File: src/rtl/scad_pkg.sv
package scad_pkg;
    // Command codes decoded from the strobes.
    typedef enum logic [3:0] {
        SCAD_CMD_NONE = 4'h0,
        SCAD_CMD_ACT = 4'h1,
        SCAD_CMD_RD = 4'h2,
        SCAD_CMD_WR = 4'h3,
        SCAD_CMD_PRE = 4'h4,
        SCAD_CMD_MRS = 4'h5,
        SCAD_CMD_AREF = 4'h6,
        SCAD_CMD_SREF = 4'h7
    } scad_cmd_e;

    // Power states: active and the two low power states.
    typedef enum logic [2:0] {
        SCAD_PWR_ACTIVE = 3'h1,
        SCAD_PWR_DOWN = 3'h2,
        SCAD_PWR_SELF = 3'h4
    } scad_pwr_e;

    localparam int SCAD_BANKS = 8;
    localparam int SCAD_OP_W = 13;
    localparam logic [2:0] SCAD_MR_BASE = 3'h0;
    localparam logic [2:0] SCAD_MR_EXT1 = 3'h1;
    localparam logic [2:0] SCAD_MR_EXT2 = 3'h2;
    localparam logic [2:0] SCAD_MR_EXT3 = 3'h3;
    localparam logic [12:0] SCAD_MR_RST = 13'h0000;
    // Field positions in the third extended mode register.
    localparam int SCAD_LP_TERM_BIT = 5;
    localparam int SCAD_INFO_SEL_BIT = 6;
    // Position of A8 in the captured address word.
    localparam int SCAD_AP_BIT = 8;
    // Cycles an auto-precharge access keeps the row open before it closes.
    localparam int SCAD_AP_CYCLES = 8;
    localparam logic [3:0] SCAD_AP_CNT = 4'(SCAD_AP_CYCLES);
endpackage : scad_pkg

File: src/rtl/scad_addr_split.sv
`timescale 1ns/1ns
// Reassembles the two address halves into bank and A12..A0.
module scad_addr_split (
    input wire logic [7:0] first_in,
    input wire logic [7:0] second_in,
    output logic [2:0] bank_out,
    output logic [12:0] addr_out
);
    always_comb begin
        bank_out = first_in[7:5];
        addr_out[12:8] = first_in[4:0];
        addr_out[6] = second_in[7];
        addr_out[5] = second_in[6];
        addr_out[1] = second_in[5];
        addr_out[2] = second_in[4];
        addr_out[3] = second_in[3];
        addr_out[0] = second_in[2];
        addr_out[7] = second_in[1];
        addr_out[4] = second_in[0];
    end
endmodule : scad_addr_split

File: src/rtl/scad_bank_state.sv
`timescale 1ns/1ns
// One bank's open-row flag with its auto-precharge countdown.
module scad_bank_state (
    input wire logic clk_in,
    input wire logic sys_rst_in,
    input wire logic ce_in,
    input wire logic act_in,
    input wire logic pre_in,
    input wire logic ap_in,
    output logic open_out
);
    logic [3:0] ap_cnt_r;

    always_ff @(posedge clk_in or posedge sys_rst_in) begin
        if (sys_rst_in) begin
            open_out <= 1'b0;
        end else if (ce_in) begin
            if (act_in) begin
                open_out <= 1'b1;
            end else if (pre_in || ap_cnt_r == 4'h1) begin
                open_out <= 1'b0;
            end
        end
    end

    always_ff @(posedge clk_in or posedge sys_rst_in) begin
        if (sys_rst_in) begin
            ap_cnt_r <= 4'h0;
        end else if (ce_in) begin
            if (ap_in) begin
                ap_cnt_r <= scad_pkg::SCAD_AP_CNT;
            end else if (pre_in || act_in) begin
                ap_cnt_r <= 4'h0;
            end else if (ap_cnt_r != 4'h0) begin
                ap_cnt_r <= ap_cnt_r - 4'h1;
            end
        end
    end
endmodule : scad_bank_state

File: src/rtl/scad_top.sv
`timescale 1ns/1ns
// Function
// - MRS bank 011 loads third extended register
// - Implemented optional fields act when set
// - Info select picks parity or vendor id
// - Address arrives in two consecutive halves
// - Fixed pin order for both halves
// - Commands take two clocks, NOP one
// - Row, column, bank fields; A8 auto precharge
// - Decode read and write
// - Decode activate and precharge
// - Precharge one bank or all on A8
// - MRS op-code to register chosen by bank
// - Refresh: auto or self refresh entry
// - Clock enable edges enter and exit low power
// - Deselect excludes terminator disable pattern
// - Terminator disable not in low power
// - Data mask high inhibits element write
// - Chip select high blocks new commands
// - NOP registers nothing, work continues
module scad_top (
    input wire logic clk_in,
    input wire logic sys_rst_in,
    input wire logic ce_in,
    input wire logic cs_n_in,
    input wire logic ras_n_in,
    input wire logic cas_n_in,
    input wire logic we_n_in,
    input wire logic cke_n_in,
    input wire logic [7:0] addr_in,
    input wire logic data_mask_input_in,
    input wire logic wr_data_valid_in,
    output logic [3:0] cmd_out,
    output logic cmd_valid_out,
    output logic [2:0] bank_out,
    output logic [11:0] row_out,
    output logic [8:0] col_out,
    output logic auto_pre_out,
    output logic pre_all_out,
    output logic [12:0] mode_reg_out,
    output logic [12:0] ext_mode_reg1_out,
    output logic [12:0] ext_mode_reg2_out,
    output logic [12:0] third_extended_mode_reg_out,
    output logic low_power_termination_out,
    output logic info_is_vendor_out,
    output logic [7:0] bank_open_out,
    output logic [2:0] pwr_state_out,
    output logic term_disable_out,
    output logic wr_elem_en_out
);
    // ----------------------------------------------------------------
    // Command capture
    // ----------------------------------------------------------------
    logic second_r;
    logic [3:0] pend_cmd_r;
    logic [7:0] first_half_r;
    logic cke_prev_r;
    logic [2:0] bank_w;
    logic [12:0] addr_w;
    scad_pkg::scad_cmd_e dec_cmd;
    scad_pkg::scad_pwr_e pwr_r;
    logic sel;

    // The previous-cycle clock enable is remembered so that its edges can be seen.
    always_ff @(posedge clk_in or posedge sys_rst_in) begin
        if (sys_rst_in) begin
            cke_prev_r <= 1'b0;
        end else if (ce_in) begin
            cke_prev_r <= cke_n_in;
        end
    end

    assign sel = !cs_n_in;

    always_comb begin
        dec_cmd = scad_pkg::SCAD_CMD_NONE;
        if (sel && !cke_prev_r && !cke_n_in) begin
            case ({ras_n_in, cas_n_in, we_n_in})
                3'b011: dec_cmd = scad_pkg::SCAD_CMD_ACT;
                3'b010: dec_cmd = scad_pkg::SCAD_CMD_PRE;
                3'b101: dec_cmd = scad_pkg::SCAD_CMD_RD;
                3'b100: dec_cmd = scad_pkg::SCAD_CMD_WR;
                3'b000: dec_cmd = scad_pkg::SCAD_CMD_MRS;
                3'b001: dec_cmd = scad_pkg::SCAD_CMD_AREF;
                default: dec_cmd = scad_pkg::SCAD_CMD_NONE;
            endcase
        end else if (sel && !cke_prev_r && {ras_n_in, cas_n_in, we_n_in} == 3'b001) begin
            dec_cmd = scad_pkg::SCAD_CMD_SREF;
        end
    end

    // A two-cycle command owns the next edge; nothing is decoded there.
    always_ff @(posedge clk_in or posedge sys_rst_in) begin
        if (sys_rst_in) begin
            second_r <= 1'b0;
            pend_cmd_r <= 4'h0;
            first_half_r <= 8'h00;
        end else if (ce_in) begin
            if (second_r) begin
                second_r <= 1'b0;
            end else if (dec_cmd != scad_pkg::SCAD_CMD_NONE
                && pwr_r == scad_pkg::SCAD_PWR_ACTIVE) begin
                second_r <= 1'b1;
                pend_cmd_r <= dec_cmd;
                first_half_r <= addr_in;
            end
        end
    end

    scad_addr_split u_split (
        .first_in(first_half_r),
        .second_in(addr_in),
        .bank_out(bank_w),
        .addr_out(addr_w)
    );

    // ----------------------------------------------------------------
    // Completed command outputs
    // ----------------------------------------------------------------
    logic done;
    assign done = second_r;

    always_ff @(posedge clk_in or posedge sys_rst_in) begin
        if (sys_rst_in) begin
            cmd_out <= 4'h0;
            cmd_valid_out <= 1'b0;
            bank_out <= 3'h0;
            row_out <= 12'h000;
            col_out <= 9'h000;
            auto_pre_out <= 1'b0;
            pre_all_out <= 1'b0;
        end else if (ce_in) begin
            cmd_valid_out <= done;
            if (done) begin
                cmd_out <= pend_cmd_r;
                bank_out <= bank_w;
                row_out <= addr_w[11:0];
                col_out <= {addr_w[9], addr_w[7:0]};
                auto_pre_out <= addr_w[scad_pkg::SCAD_AP_BIT];
                pre_all_out <= addr_w[scad_pkg::SCAD_AP_BIT];
            end
        end
    end

    // ----------------------------------------------------------------
    // Mode registers
    // ----------------------------------------------------------------
    logic mrs_done;
    assign mrs_done = done && pend_cmd_r == scad_pkg::SCAD_CMD_MRS;

    // Reserved bank codes are dropped, so a stray MRS cannot corrupt a register.
    always_ff @(posedge clk_in or posedge sys_rst_in) begin
        if (sys_rst_in) begin
            mode_reg_out <= scad_pkg::SCAD_MR_RST;
            ext_mode_reg1_out <= scad_pkg::SCAD_MR_RST;
            ext_mode_reg2_out <= scad_pkg::SCAD_MR_RST;
            third_extended_mode_reg_out <= scad_pkg::SCAD_MR_RST;
        end else if (ce_in && mrs_done) begin
            case (bank_w)
                scad_pkg::SCAD_MR_BASE: mode_reg_out <= addr_w;
                scad_pkg::SCAD_MR_EXT1: ext_mode_reg1_out <= addr_w;
                scad_pkg::SCAD_MR_EXT2: ext_mode_reg2_out <= addr_w;
                scad_pkg::SCAD_MR_EXT3: third_extended_mode_reg_out <= addr_w;
                default: ;
            endcase
        end
    end

    // Optional fields are mirrored straight from the register.
    always_ff @(posedge clk_in or posedge sys_rst_in) begin
        if (sys_rst_in) begin
            low_power_termination_out <= 1'b0;
            info_is_vendor_out <= 1'b0;
        end else if (ce_in) begin
            low_power_termination_out <=
                third_extended_mode_reg_out[scad_pkg::SCAD_LP_TERM_BIT];
            info_is_vendor_out <= third_extended_mode_reg_out[scad_pkg::SCAD_INFO_SEL_BIT];
        end
    end

    // ----------------------------------------------------------------
    // Bank state
    // ----------------------------------------------------------------
    logic [7:0] bank_open_w;
    genvar gi;
    generate
        for (gi = 0; gi < scad_pkg::SCAD_BANKS; gi++) begin : g_bank
            logic hit;
            assign hit = done && bank_w == 3'(gi);
            scad_bank_state u_bank (
                .clk_in(clk_in),
                .sys_rst_in(sys_rst_in),
                .ce_in(ce_in),
                .act_in(hit && pend_cmd_r == scad_pkg::SCAD_CMD_ACT),
                .pre_in(done && pend_cmd_r == scad_pkg::SCAD_CMD_PRE
                    && (hit || addr_w[scad_pkg::SCAD_AP_BIT])),
                .ap_in(hit && addr_w[scad_pkg::SCAD_AP_BIT]
                    && (pend_cmd_r == scad_pkg::SCAD_CMD_RD
                    || pend_cmd_r == scad_pkg::SCAD_CMD_WR)),
                .open_out(bank_open_w[gi])
            );
        end
    endgenerate

    always_ff @(posedge clk_in or posedge sys_rst_in) begin
        if (sys_rst_in) begin
            bank_open_out <= 8'h00;
        end else if (ce_in) begin
            bank_open_out <= bank_open_w;
        end
    end

    // ----------------------------------------------------------------
    // Power state, terminator disable and write mask
    // ----------------------------------------------------------------
    logic nop_or_desel;
    assign nop_or_desel = cs_n_in ? !(ras_n_in && !cas_n_in && we_n_in)
        : (ras_n_in && cas_n_in && we_n_in);

    always_ff @(posedge clk_in or posedge sys_rst_in) begin
        if (sys_rst_in) begin
            pwr_r <= scad_pkg::SCAD_PWR_ACTIVE;
        end else if (ce_in) begin
            case (pwr_r)
                scad_pkg::SCAD_PWR_ACTIVE: begin
                    if (dec_cmd == scad_pkg::SCAD_CMD_SREF && !second_r) begin
                        pwr_r <= scad_pkg::SCAD_PWR_SELF;
                    end else if (!cke_prev_r && cke_n_in && nop_or_desel && !second_r) begin
                        pwr_r <= scad_pkg::SCAD_PWR_DOWN;
                    end
                end
                scad_pkg::SCAD_PWR_DOWN, scad_pkg::SCAD_PWR_SELF: begin
                    if (cke_prev_r && !cke_n_in && nop_or_desel) begin
                        pwr_r <= scad_pkg::SCAD_PWR_ACTIVE;
                    end
                end
                default: pwr_r <= scad_pkg::SCAD_PWR_ACTIVE;
            endcase
        end
    end

    always_ff @(posedge clk_in or posedge sys_rst_in) begin
        if (sys_rst_in) begin
            pwr_state_out <= scad_pkg::SCAD_PWR_ACTIVE;
            term_disable_out <= 1'b0;
            wr_elem_en_out <= 1'b0;
        end else if (ce_in) begin
            pwr_state_out <= pwr_r;
            // Ignored in low power, where the pattern has no defined meaning.
            term_disable_out <= cs_n_in && ras_n_in && !cas_n_in && we_n_in
                && !cke_prev_r && !cke_n_in && !second_r
                && pwr_r == scad_pkg::SCAD_PWR_ACTIVE;
            wr_elem_en_out <= wr_data_valid_in && !data_mask_input_in;
        end
    end

    // ----------------------------------------------------------------
    // Checks
    // ----------------------------------------------------------------
    second_cycle_a: assert property (@(posedge clk_in) disable iff (sys_rst_in)
        ce_in && dec_cmd != scad_pkg::SCAD_CMD_NONE && !second_r
        && pwr_r == scad_pkg::SCAD_PWR_ACTIVE |=> second_r)
        else $error("two-cycle command missed its second half");
    valid_pulse_a: assert property (@(posedge clk_in) disable iff (sys_rst_in)
        ce_in && second_r |=> cmd_valid_out && $past(pend_cmd_r) == cmd_out)
        else $error("command not reported after second half");
    desel_block_a: assert property (@(posedge clk_in) disable iff (sys_rst_in)
        cs_n_in |-> dec_cmd == scad_pkg::SCAD_CMD_NONE)
        else $error("deselected cycle decoded a command");
    third_load_a: assert property (@(posedge clk_in) disable iff (sys_rst_in)
        ce_in && mrs_done && bank_w == 3'h3
        |=> third_extended_mode_reg_out == $past(addr_w))
        else $error("third extended register not loaded");
    base_keep_a: assert property (@(posedge clk_in) disable iff (sys_rst_in)
        !(ce_in && mrs_done && bank_w == 3'h0) |=> $stable(mode_reg_out))
        else $error("base mode register changed without MRS");
    low_term_map_a: assert property (@(posedge clk_in) disable iff (sys_rst_in)
        ce_in |=> low_power_termination_out == $past(third_extended_mode_reg_out[5]))
        else $error("low power termination mirror wrong");
    info_map_a: assert property (@(posedge clk_in) disable iff (sys_rst_in)
        ce_in |=> info_is_vendor_out == $past(third_extended_mode_reg_out[6]))
        else $error("info select mirror wrong");
    mask_write_a: assert property (@(posedge clk_in) disable iff (sys_rst_in)
        ce_in && data_mask_input_in |=> !wr_elem_en_out)
        else $error("masked element was enabled");
    act_open_a: assert property (@(posedge clk_in) disable iff (sys_rst_in)
        ce_in && done && pend_cmd_r == scad_pkg::SCAD_CMD_ACT
        |=> bank_open_w[$past(bank_w)])
        else $error("activate did not open bank");
    col_map_a: assert property (@(posedge clk_in) disable iff (sys_rst_in)
        ce_in && done |=> col_out == {$past(addr_w[9]), $past(addr_w[7:0])})
        else $error("column address mapping wrong");
    tdis_low_a: assert property (@(posedge clk_in) disable iff (sys_rst_in)
        term_disable_out |-> $past(pwr_r) == scad_pkg::SCAD_PWR_ACTIVE)
        else $error("terminator disable in low power");
    act_cov: cover property (@(posedge clk_in) cmd_valid_out && cmd_out == 4'h1);
    mrs_cov: cover property (@(posedge clk_in) ce_in && mrs_done && bank_w == 3'h3);
    sref_cov: cover property (@(posedge clk_in) pwr_r == scad_pkg::SCAD_PWR_SELF);
    pd_cov: cover property (@(posedge clk_in) pwr_r == scad_pkg::SCAD_PWR_DOWN);
endmodule : scad_top

File: config.mk
export PLATFORM = sky130hd
export DESIGN_NAME = scad_top
export DESIGN_NICKNAME = d
export VERILOG_FILES = /design/src/rtl/scad_pkg.sv /design/src/rtl/scad_addr_split.sv /design/src/rtl/scad_bank_state.sv /design/src/rtl/scad_top.sv
export SDC_FILE = /design/constraint.sdc
export NUM_CORES = 1
export LEC_CHECK = 0
export ABC_AREA = 1
export BUFFER_PORTS_ARGS = -buffer_cell sky130_fd_sc_hd__buf_2
export CORE_MARGIN = 5
export CORE_UTILIZATION = 40
export DETAILED_ROUTE_END_ITERATION = 8
export SETUP_SLACK_MARGIN = 0.2
export SLEW_MARGIN = 15
export SYNTH_ARGS = -nofsm -noshare
export SYNTH_HDL_FRONTEND = slang
export SYNTH_SLANG_ARGS = --single-unit
File: constraint.sdc
create_clock -name clk_in -period 4.6 [get_ports clk_in]
set_input_delay 0.69 -clock clk_in [delete_from_list [all_inputs] [get_ports clk_in]]
set_output_delay 0.69 -clock clk_in [all_outputs]
set_load 0.05 [all_outputs]
==> results.toml, run 1 <==
[outcome]
status = "completed"

[synthesis]
syn_area_per_cell_um2 = 8.29
syn_nets = 886
synth-seq-area-share_pct = 50.6
syn_inst = 847
ys_types = 34
ys.flop_type = "dfrtp_1"
synth_edf_count = 0
async_flop_share_pct = 100
ys_ff_latch = 142
ys_warn_count = 0
syn-cell-area_um2 = 7020

[critical_path]
r2r-end = "first_half_r[6]$_DFFE_PP0P_"
path_max_fanout = 62
reg2reg_from = "pwr_r[0]$_DFFE_PP1P_"
cp_num_buf_inv = 2
worst_setup_path_start_kind = "input port"
r2r_cells = 6
critical_path.top_delay_family = "simple AND/OR/NAND/NOR gates"
crit_type = "in -> reg"
startpoint = "ce_in"
path_cells = "buf_2, buf_4, nand3_2, nor3_4, nand4_4, nand2_1, o21ai_2"
slowest_stage = "buf_4"
cp.depth = 7
crit_end = "ext_mode_reg2_out[6]$_DFFE_PP0P_"
endpoint_kind = "flop"
worstPathRequired_ps = 4910
regToRegSetupSlack_ps = 2670
arrival_ps = 2510
slowest_delay_ps = 490

[clock_network]
htreeDepth = 4
ctsHoldBuffers = 0
cts-root-buf = "clkbuf_16"
cts_buffer_depth = 2
cts_tree = "built"
post-cts-setup-buffer-count = 0
cts_resized = 0
clock-sinks = 142
clk_pin_slew_ps = 70
cts_buffers = 17
clk_latency_ps = 420

[pwr]
power_density_nw_per_um2 = 641
leakage_nw = 4.54
ir_drop_mv = 0.383

[floorplan]
num_rows = 48
coreArea_um2 = 17200
io-pin-count = 116
die_h_um = 142
die_width_um = 142
start_util_pct = 40.7
die-area_um2 = 20300

[timing]
grt_setup_unrepaired = "no"
fin_crit_sh_pct = 48.0
final-setup-viol-count = 0
period_minus_slack_ps = 2210
max_slew_margin_pct = 36.4
fin_setup_tns_ps = 0
tightest_slew_ps = 952
timing.fmax_ghz = 0.453
final_max_slew_viol_count = 0
setup_ws_ps = 2390
hold_violations = 0
clock_skew_ps = 8.33

[run]
cap_violations = 0

[grt]
grt_max_degree = 101
grt_pass1_wl_um = 28200
grt-ovfl-total = 0
antenna_found_initial = 0
gr-usage-all-layers_pct = 17.4
grt_pass1_vias = 5412

[routing]
drc = 0
via_count = 5647
ant_nets = 0
wire_per_inst_um = 14.2
wl_um = 16800
drt-vias-per-instance = 4.78
drtPass1Iterations = 4
dr.first_iter.drc_count = 364

[layout]
num-fill-cells = 1696
layout.nets = 983
drive_gt1_share_pct = 19.0
antenna_cells = 0
area_growth_pct = 17.6

[min_path]
hp-class = "in -> async"

[placed_design]
dp_hpwl_um = 11700
gp_congestion = 0.831
dpl_worst_slack_ps = 1920
port_buffers = 114
## layer usage
metal  global-route usage [%]  up-vias  routed length [µm]
met5                        0        -                   0
met4                     5.75        0                 205
met3                     3.49       15                 623
met2                     26.7      104                7640
met1                     24.9     2627                8310
li1                         -     2901                   -
## sequential cells by signal, summed over array words and instances (netlist names)
name                         flops
bank_open_out                    8
bank_out                         3
cke_prev_r                       1
cmd_out                          3
cmd_valid_out                    1
done                             1
ext_mode_reg1_out               13
ext_mode_reg2_out               13
first_half_r                     8
g_bank.u_bank.ap_cnt_r          32
g_bank.u_bank.open_out           8
info_is_vendor_out               1
low_power_termination_out        1
mode_reg_out                    13
pend_cmd_r                       3
pwr_r                            3
pwr_state_out                    3
row_out                         12
term_disable_out                 1
third_extended_mode_reg_out     13
wr_elem_en_out                   1
## cell usage after synthesis (7+ instances only)
| library cell | n | area share (%) |
|---|---|---|
| nand2_1 | 295 | 16 |
| nor3_1 | 8 | 0.57 |
| buf_6 | 7 | 1.1 |
| dfrtp_1 | 140 | 50 |
| xor2_1 | 8 | 1.0 |
| nand4_1 | 18 | 1.6 |
| nor3b_1 | 8 | 0.86 |
| nor2_1 | 49 | 2.6 |
| clkbuf_1 | 11 | 0.59 |
| o21ai_2 | 13 | 1.6 |
| nand3_1 | 52 | 3.7 |
| o21ai_1 | 39 | 2.8 |
| ha_1 | 21 | 3.7 |
| inv_1 | 75 | 4.0 |
| buf_4 | 15 | 1.6 |
| o21ai_0 | 49 | 3.5 |
## logic make-up after synthesis
group	Yosys count	share of synthesized area [%]
and+or+nand+nor	447	27.9
DFF	142	50.6
buffers and inverters	118	7.95
AOI/OAI and AO/OA	107	8.38
adders and majority gates	21	3.74
xor gates and xnor gates	11	1.37
other	1	0.0534
## layout by cell type (no fill, tap or decap), types with 3 or more instances in the layout
cell type,count
nor2_2,3
nand4_1,18
o21ai_0,49
nand2_1,295
buf_2,114
nand3_1,52
nor3b_1,8
ha_1,21
xor2_1,8
xnor2_1,3
clkinvlp_4,4
o21ai_2,13
o21ai_1,39
nand3b_1,4
nor3_1,8
a21oi_1,4
clkbuf_16,17
nor2_1,49
inv_8,5
inv_1,74
dfrtp_1,140
inv_6,5
inv_2,4
## power breakdown
part	total [mW]	switching, mW	internal, mW
logic	2.04	1.47	0.567
registers	1.88	0.297	1.58
clock network	1.38	0.607	0.775
## metrics by stage
| stage | hold WS [ps] | total power, mW | cell area, µm² | std cells | util, % |
|---|---|---|---|---|---|
| after floorplan | 442 | 3.52 | 7030 | 847 | - |
| after global placement | 451 | 3.91 | 7640 | 1149 | 44.3 |
| after detailed placement | 453 | 3.94 | 7640 | 1149 | 44.3 |
| after CTS | 433 | 5.34 | 8240 | 1181 | 47.8 |
| after global routing | 326 | 5.66 | 8260 | 1182 | 47.9 |
| final | 297 | 5.29 | 8260 | 1182 | 47.9 |
## cell type report
class / count / area, µm² / share of cell area (%)
sequential: 142 / 3560 / 43.1
multi-input combinational: 587 / 2910 / 35.2
timing repair buffer: 117 / 618 / 7.48
clock buffer: 17 / 425 / 5.15
inverter: 79 / 300 / 3.64
tap: 225 / 282 / 3.41
clock inverter: 15 / 169 / 2.05
## how the worst min path moves through the flow
| stage | start | to | cells past startpoint | slack, ps |
|---|---|---|---|---|
| 2_1_floorplan | g_bank[0].u_bank.open_out$_DFFE_PP0P_ | g_bank[0].u_bank.open_out$_DFFE_PP0P_ | 2 | 440 |
| 3_3_place_gp | bank_open_out[0]$_DFFE_PP0P_ | bank_open_out[0]$_DFFE_PP0P_ | 2 | 450 |
| 3_5_place_dp | bank_open_out[2]$_DFFE_PP0P_ | bank_open_out[2]$_DFFE_PP0P_ | 2 | 450 |
| 4_1_cts | data_mask_input_in | wr_elem_en_out$_DFFE_PP0P_ | 2 | 430 |
| 5_1_grt | sys_rst_in | cmd_valid_out$_DFFE_PP0P_ | 2 | 330 |
| 6_report | sys_rst_in | g_bank[7].u_bank.open_out$_DFFE_PP0P_ | 2 | 300 |
Note: power is estimated with default switching activity, not from simulation.
==> run 2, diff against run 1 <==
- clock period: 4.6 -> 1.95 ns (I/O delays scaled with it)
==> run 2 against run 1 <==
  * Via count increased by 2.8%
  * Worst hold slack got worse by 250 ps
  * Die area is the same
  * Combinational power increased by 150%
  * Design area up 3.7%
  * Wire length is 3.4% higher
  * Non-clock buffer count grew 18
  * Clock-buffer cell count grew 1
  * Sequential share of layout area shrank 1.5 points
  * Sequential cell count stayed put
==> results.toml, run 2 (synthesis gave the netlist of run 1 again) <==
[routing]
wl_met1_um = 8400
ant_nets = 0
drtPass1Iterations = 5
dr.first_iter.drc_count = 359
wire_per_inst_um = 14.4
wl_met2_um = 7960
drt-vias-per-instance = 4.83
wl_um = 17400
met3_length_um = 745
dr.max_layer_used = "met4"
via_count = 5807
drc = 0

[run]
cap_violations = 0

[clock_network]
htreeDepth = 4
cts_buffer_depth = 2
clk_pin_slew_ps = 70
cts_buffers = 17
clk_latency_ps = 430
cts-root-buf = "clkbuf_16"
clock-sinks = 142
cts_tree = "built"

[grt]
grt_pass1_vias = 5428
antenna_found_initial = 0
grt_max_degree = 61
gr-usage-all-layers_pct = 18.0
grt_pass1_wl_um = 28900
grt-ovfl-total = 0

[timing]
hold_violations = 0
setup_ws_ps = 298
fin_crit_sh_pct = 84.7
finalHoldWorstSlack_ps = 44.4
clock_skew_ps = 11.4
grt_setup_unrepaired = "yes"
final_max_slew_viol_count = 0
final-setup-viol-count = 0
timing.fmax_ghz = 0.605
max_slew_margin_pct = 57.7
period_minus_slack_ps = 1650
tightest_slew_ps = 633

[placed_design]
port_buffers = 114
dp_hpwl_um = 12100
dpl_worst_slack_ps = 130
gp_congestion = 0.842
dp_cells = 1161

[critical_path]
worstPathRequired_ps = 2260
path_cells = "nand3_2, nor3_4, buf_12, buf_12, nand4_4, nand2_1, o21ai_1"
slowest_stage = "dfrtp_2"
path_max_fanout = 13
slowest_delay_ps = 460
crit_type = "reg -> reg"
critPathMostFrequentCell = "buf_12"
arrival_ps = 1960
endpoint_kind = "flop"
worst_setup_path_start_kind = "flop"

[layout]
registers.top_by_ff_count = "g_bank.u_bank.ap_cnt_r"
drive_gt1_share_pct = 22.0
multi_input_area_um2 = 2980
finalNonFillerCells = 1202
num-fill-cells = 1655
antenna_cells = 0
largest_reg_flops = 32
seq_area_um2 = 3560
most-common-layout-cells = "nand2_1, dfrtp_1, buf_2"
area_growth_pct = 22.0
layout_commonest_cell = "nand2_1"
layout.nets = 1003

[floorplan]
num_rows = 48
die_h_um = 142
start_util_pct = 40.7
coreArea_um2 = 17200
die_width_um = 142
die-area_um2 = 20300
io-pin-count = 116

[outcome]
status = "completed"

[pwr]
leakage_nw = 4.66
ir_drop_mv = 0.899
power_density_nw_per_um2 = 1500

[min_path]
hp-class = "in -> reg"
[run 2: cell types whose count changed in the layout (fill, tap and decap cells not counted), sizes merged]
cell / previous run / this run
buf: 117 / 134
bufinv: 1 / 2
clkbuf: 17 / 18
clkinv: 1 / 3
clkinvlp: 4 / 3
dlygate4sd3: 0 / 1
inv: 88 / 85
nand4: 22 / 24
[run 2: metal layers]
metal  vias to the layer above  global-route usage, %
li1                       2955                      -
met1                      2729                   25.5
met2                       106                   27.6
met3                        17                   4.17
met4                         0                   5.45
met5                         -                      0
[run 2: power breakdown]
group / internal (mW) / switching (mW)
sequential: 3.73 / 0.719
clock: 1.97 / 1.41
combinational: 1.45 / 3.55
[run 2: worst max-delay path, delay by kind of cell (launching register included)]
family,cells,cell delay (ps)
buffers and inverters,2,270
flip-flops,1,460
AND/OR/NAND/NOR,4,750
AO/OA/AOI/OAI,1,60
[run 2: final timing paths]
kind                                               from                               end  slack [ps]  cells after the start
min reg2reg                bank_open_out[4]$_DFFE_PP0P_      bank_open_out[4]$_DFFE_PP0P_         460                      2
min                                  data_mask_input_in        wr_elem_en_out$_DFFE_PP0P_          40                      2
max                                    done$_DFFE_PP0P_  ext_mode_reg2_out[3]$_DFFE_PP0P_         300                      7
max reg2reg                            done$_DFFE_PP0P_  ext_mode_reg2_out[3]$_DFFE_PP0P_         300                      7
min in group asynchronous                    sys_rst_in            row_out[8]$_DFFE_PP0P_         500                      3
max in group asynchronous                    sys_rst_in      pwr_state_out[0]$_DFFE_PP1P_         830                      4
[run 2: layout make-up]
type / instances / area share, %
flip-flops and latches: 142 / 41.6
inverters: 79 / 3.59
repair buffers: 135 / 9.56
multi-input cells: 589 / 34.8
clock buffers: 18 / 5.13
clock inverters: 14 / 2.02
well taps: 225 / 3.29
[run 2: what timing repair did]
| action | 4_1_cts | 5_1_grt |
|---|---|---|
| pin swaps | 3 | 1 |
| hold buffers | 1 | 0 |
| endpoints found under the setup margin | 48 | 74 |
| cloned | 2 | 0 |
| endpoints found under the hold margin | 16 | 0 |
| gates resized for setup | 6 | 14 |
| setup buffers | 2 | 4 |
[run 2: stage by stage]
stage	util (%)	TNS (ps)	power, mW	instance area, µm²
floorplan	-	-16510	8.30	7030
global placement	45.2	0	9.31	7780
detailed placement	45.2	0	9.36	7780
CTS	49.3	0	12.9	8490
global route	49.7	0	13.7	8560
finish	49.7	0	12.8	8560
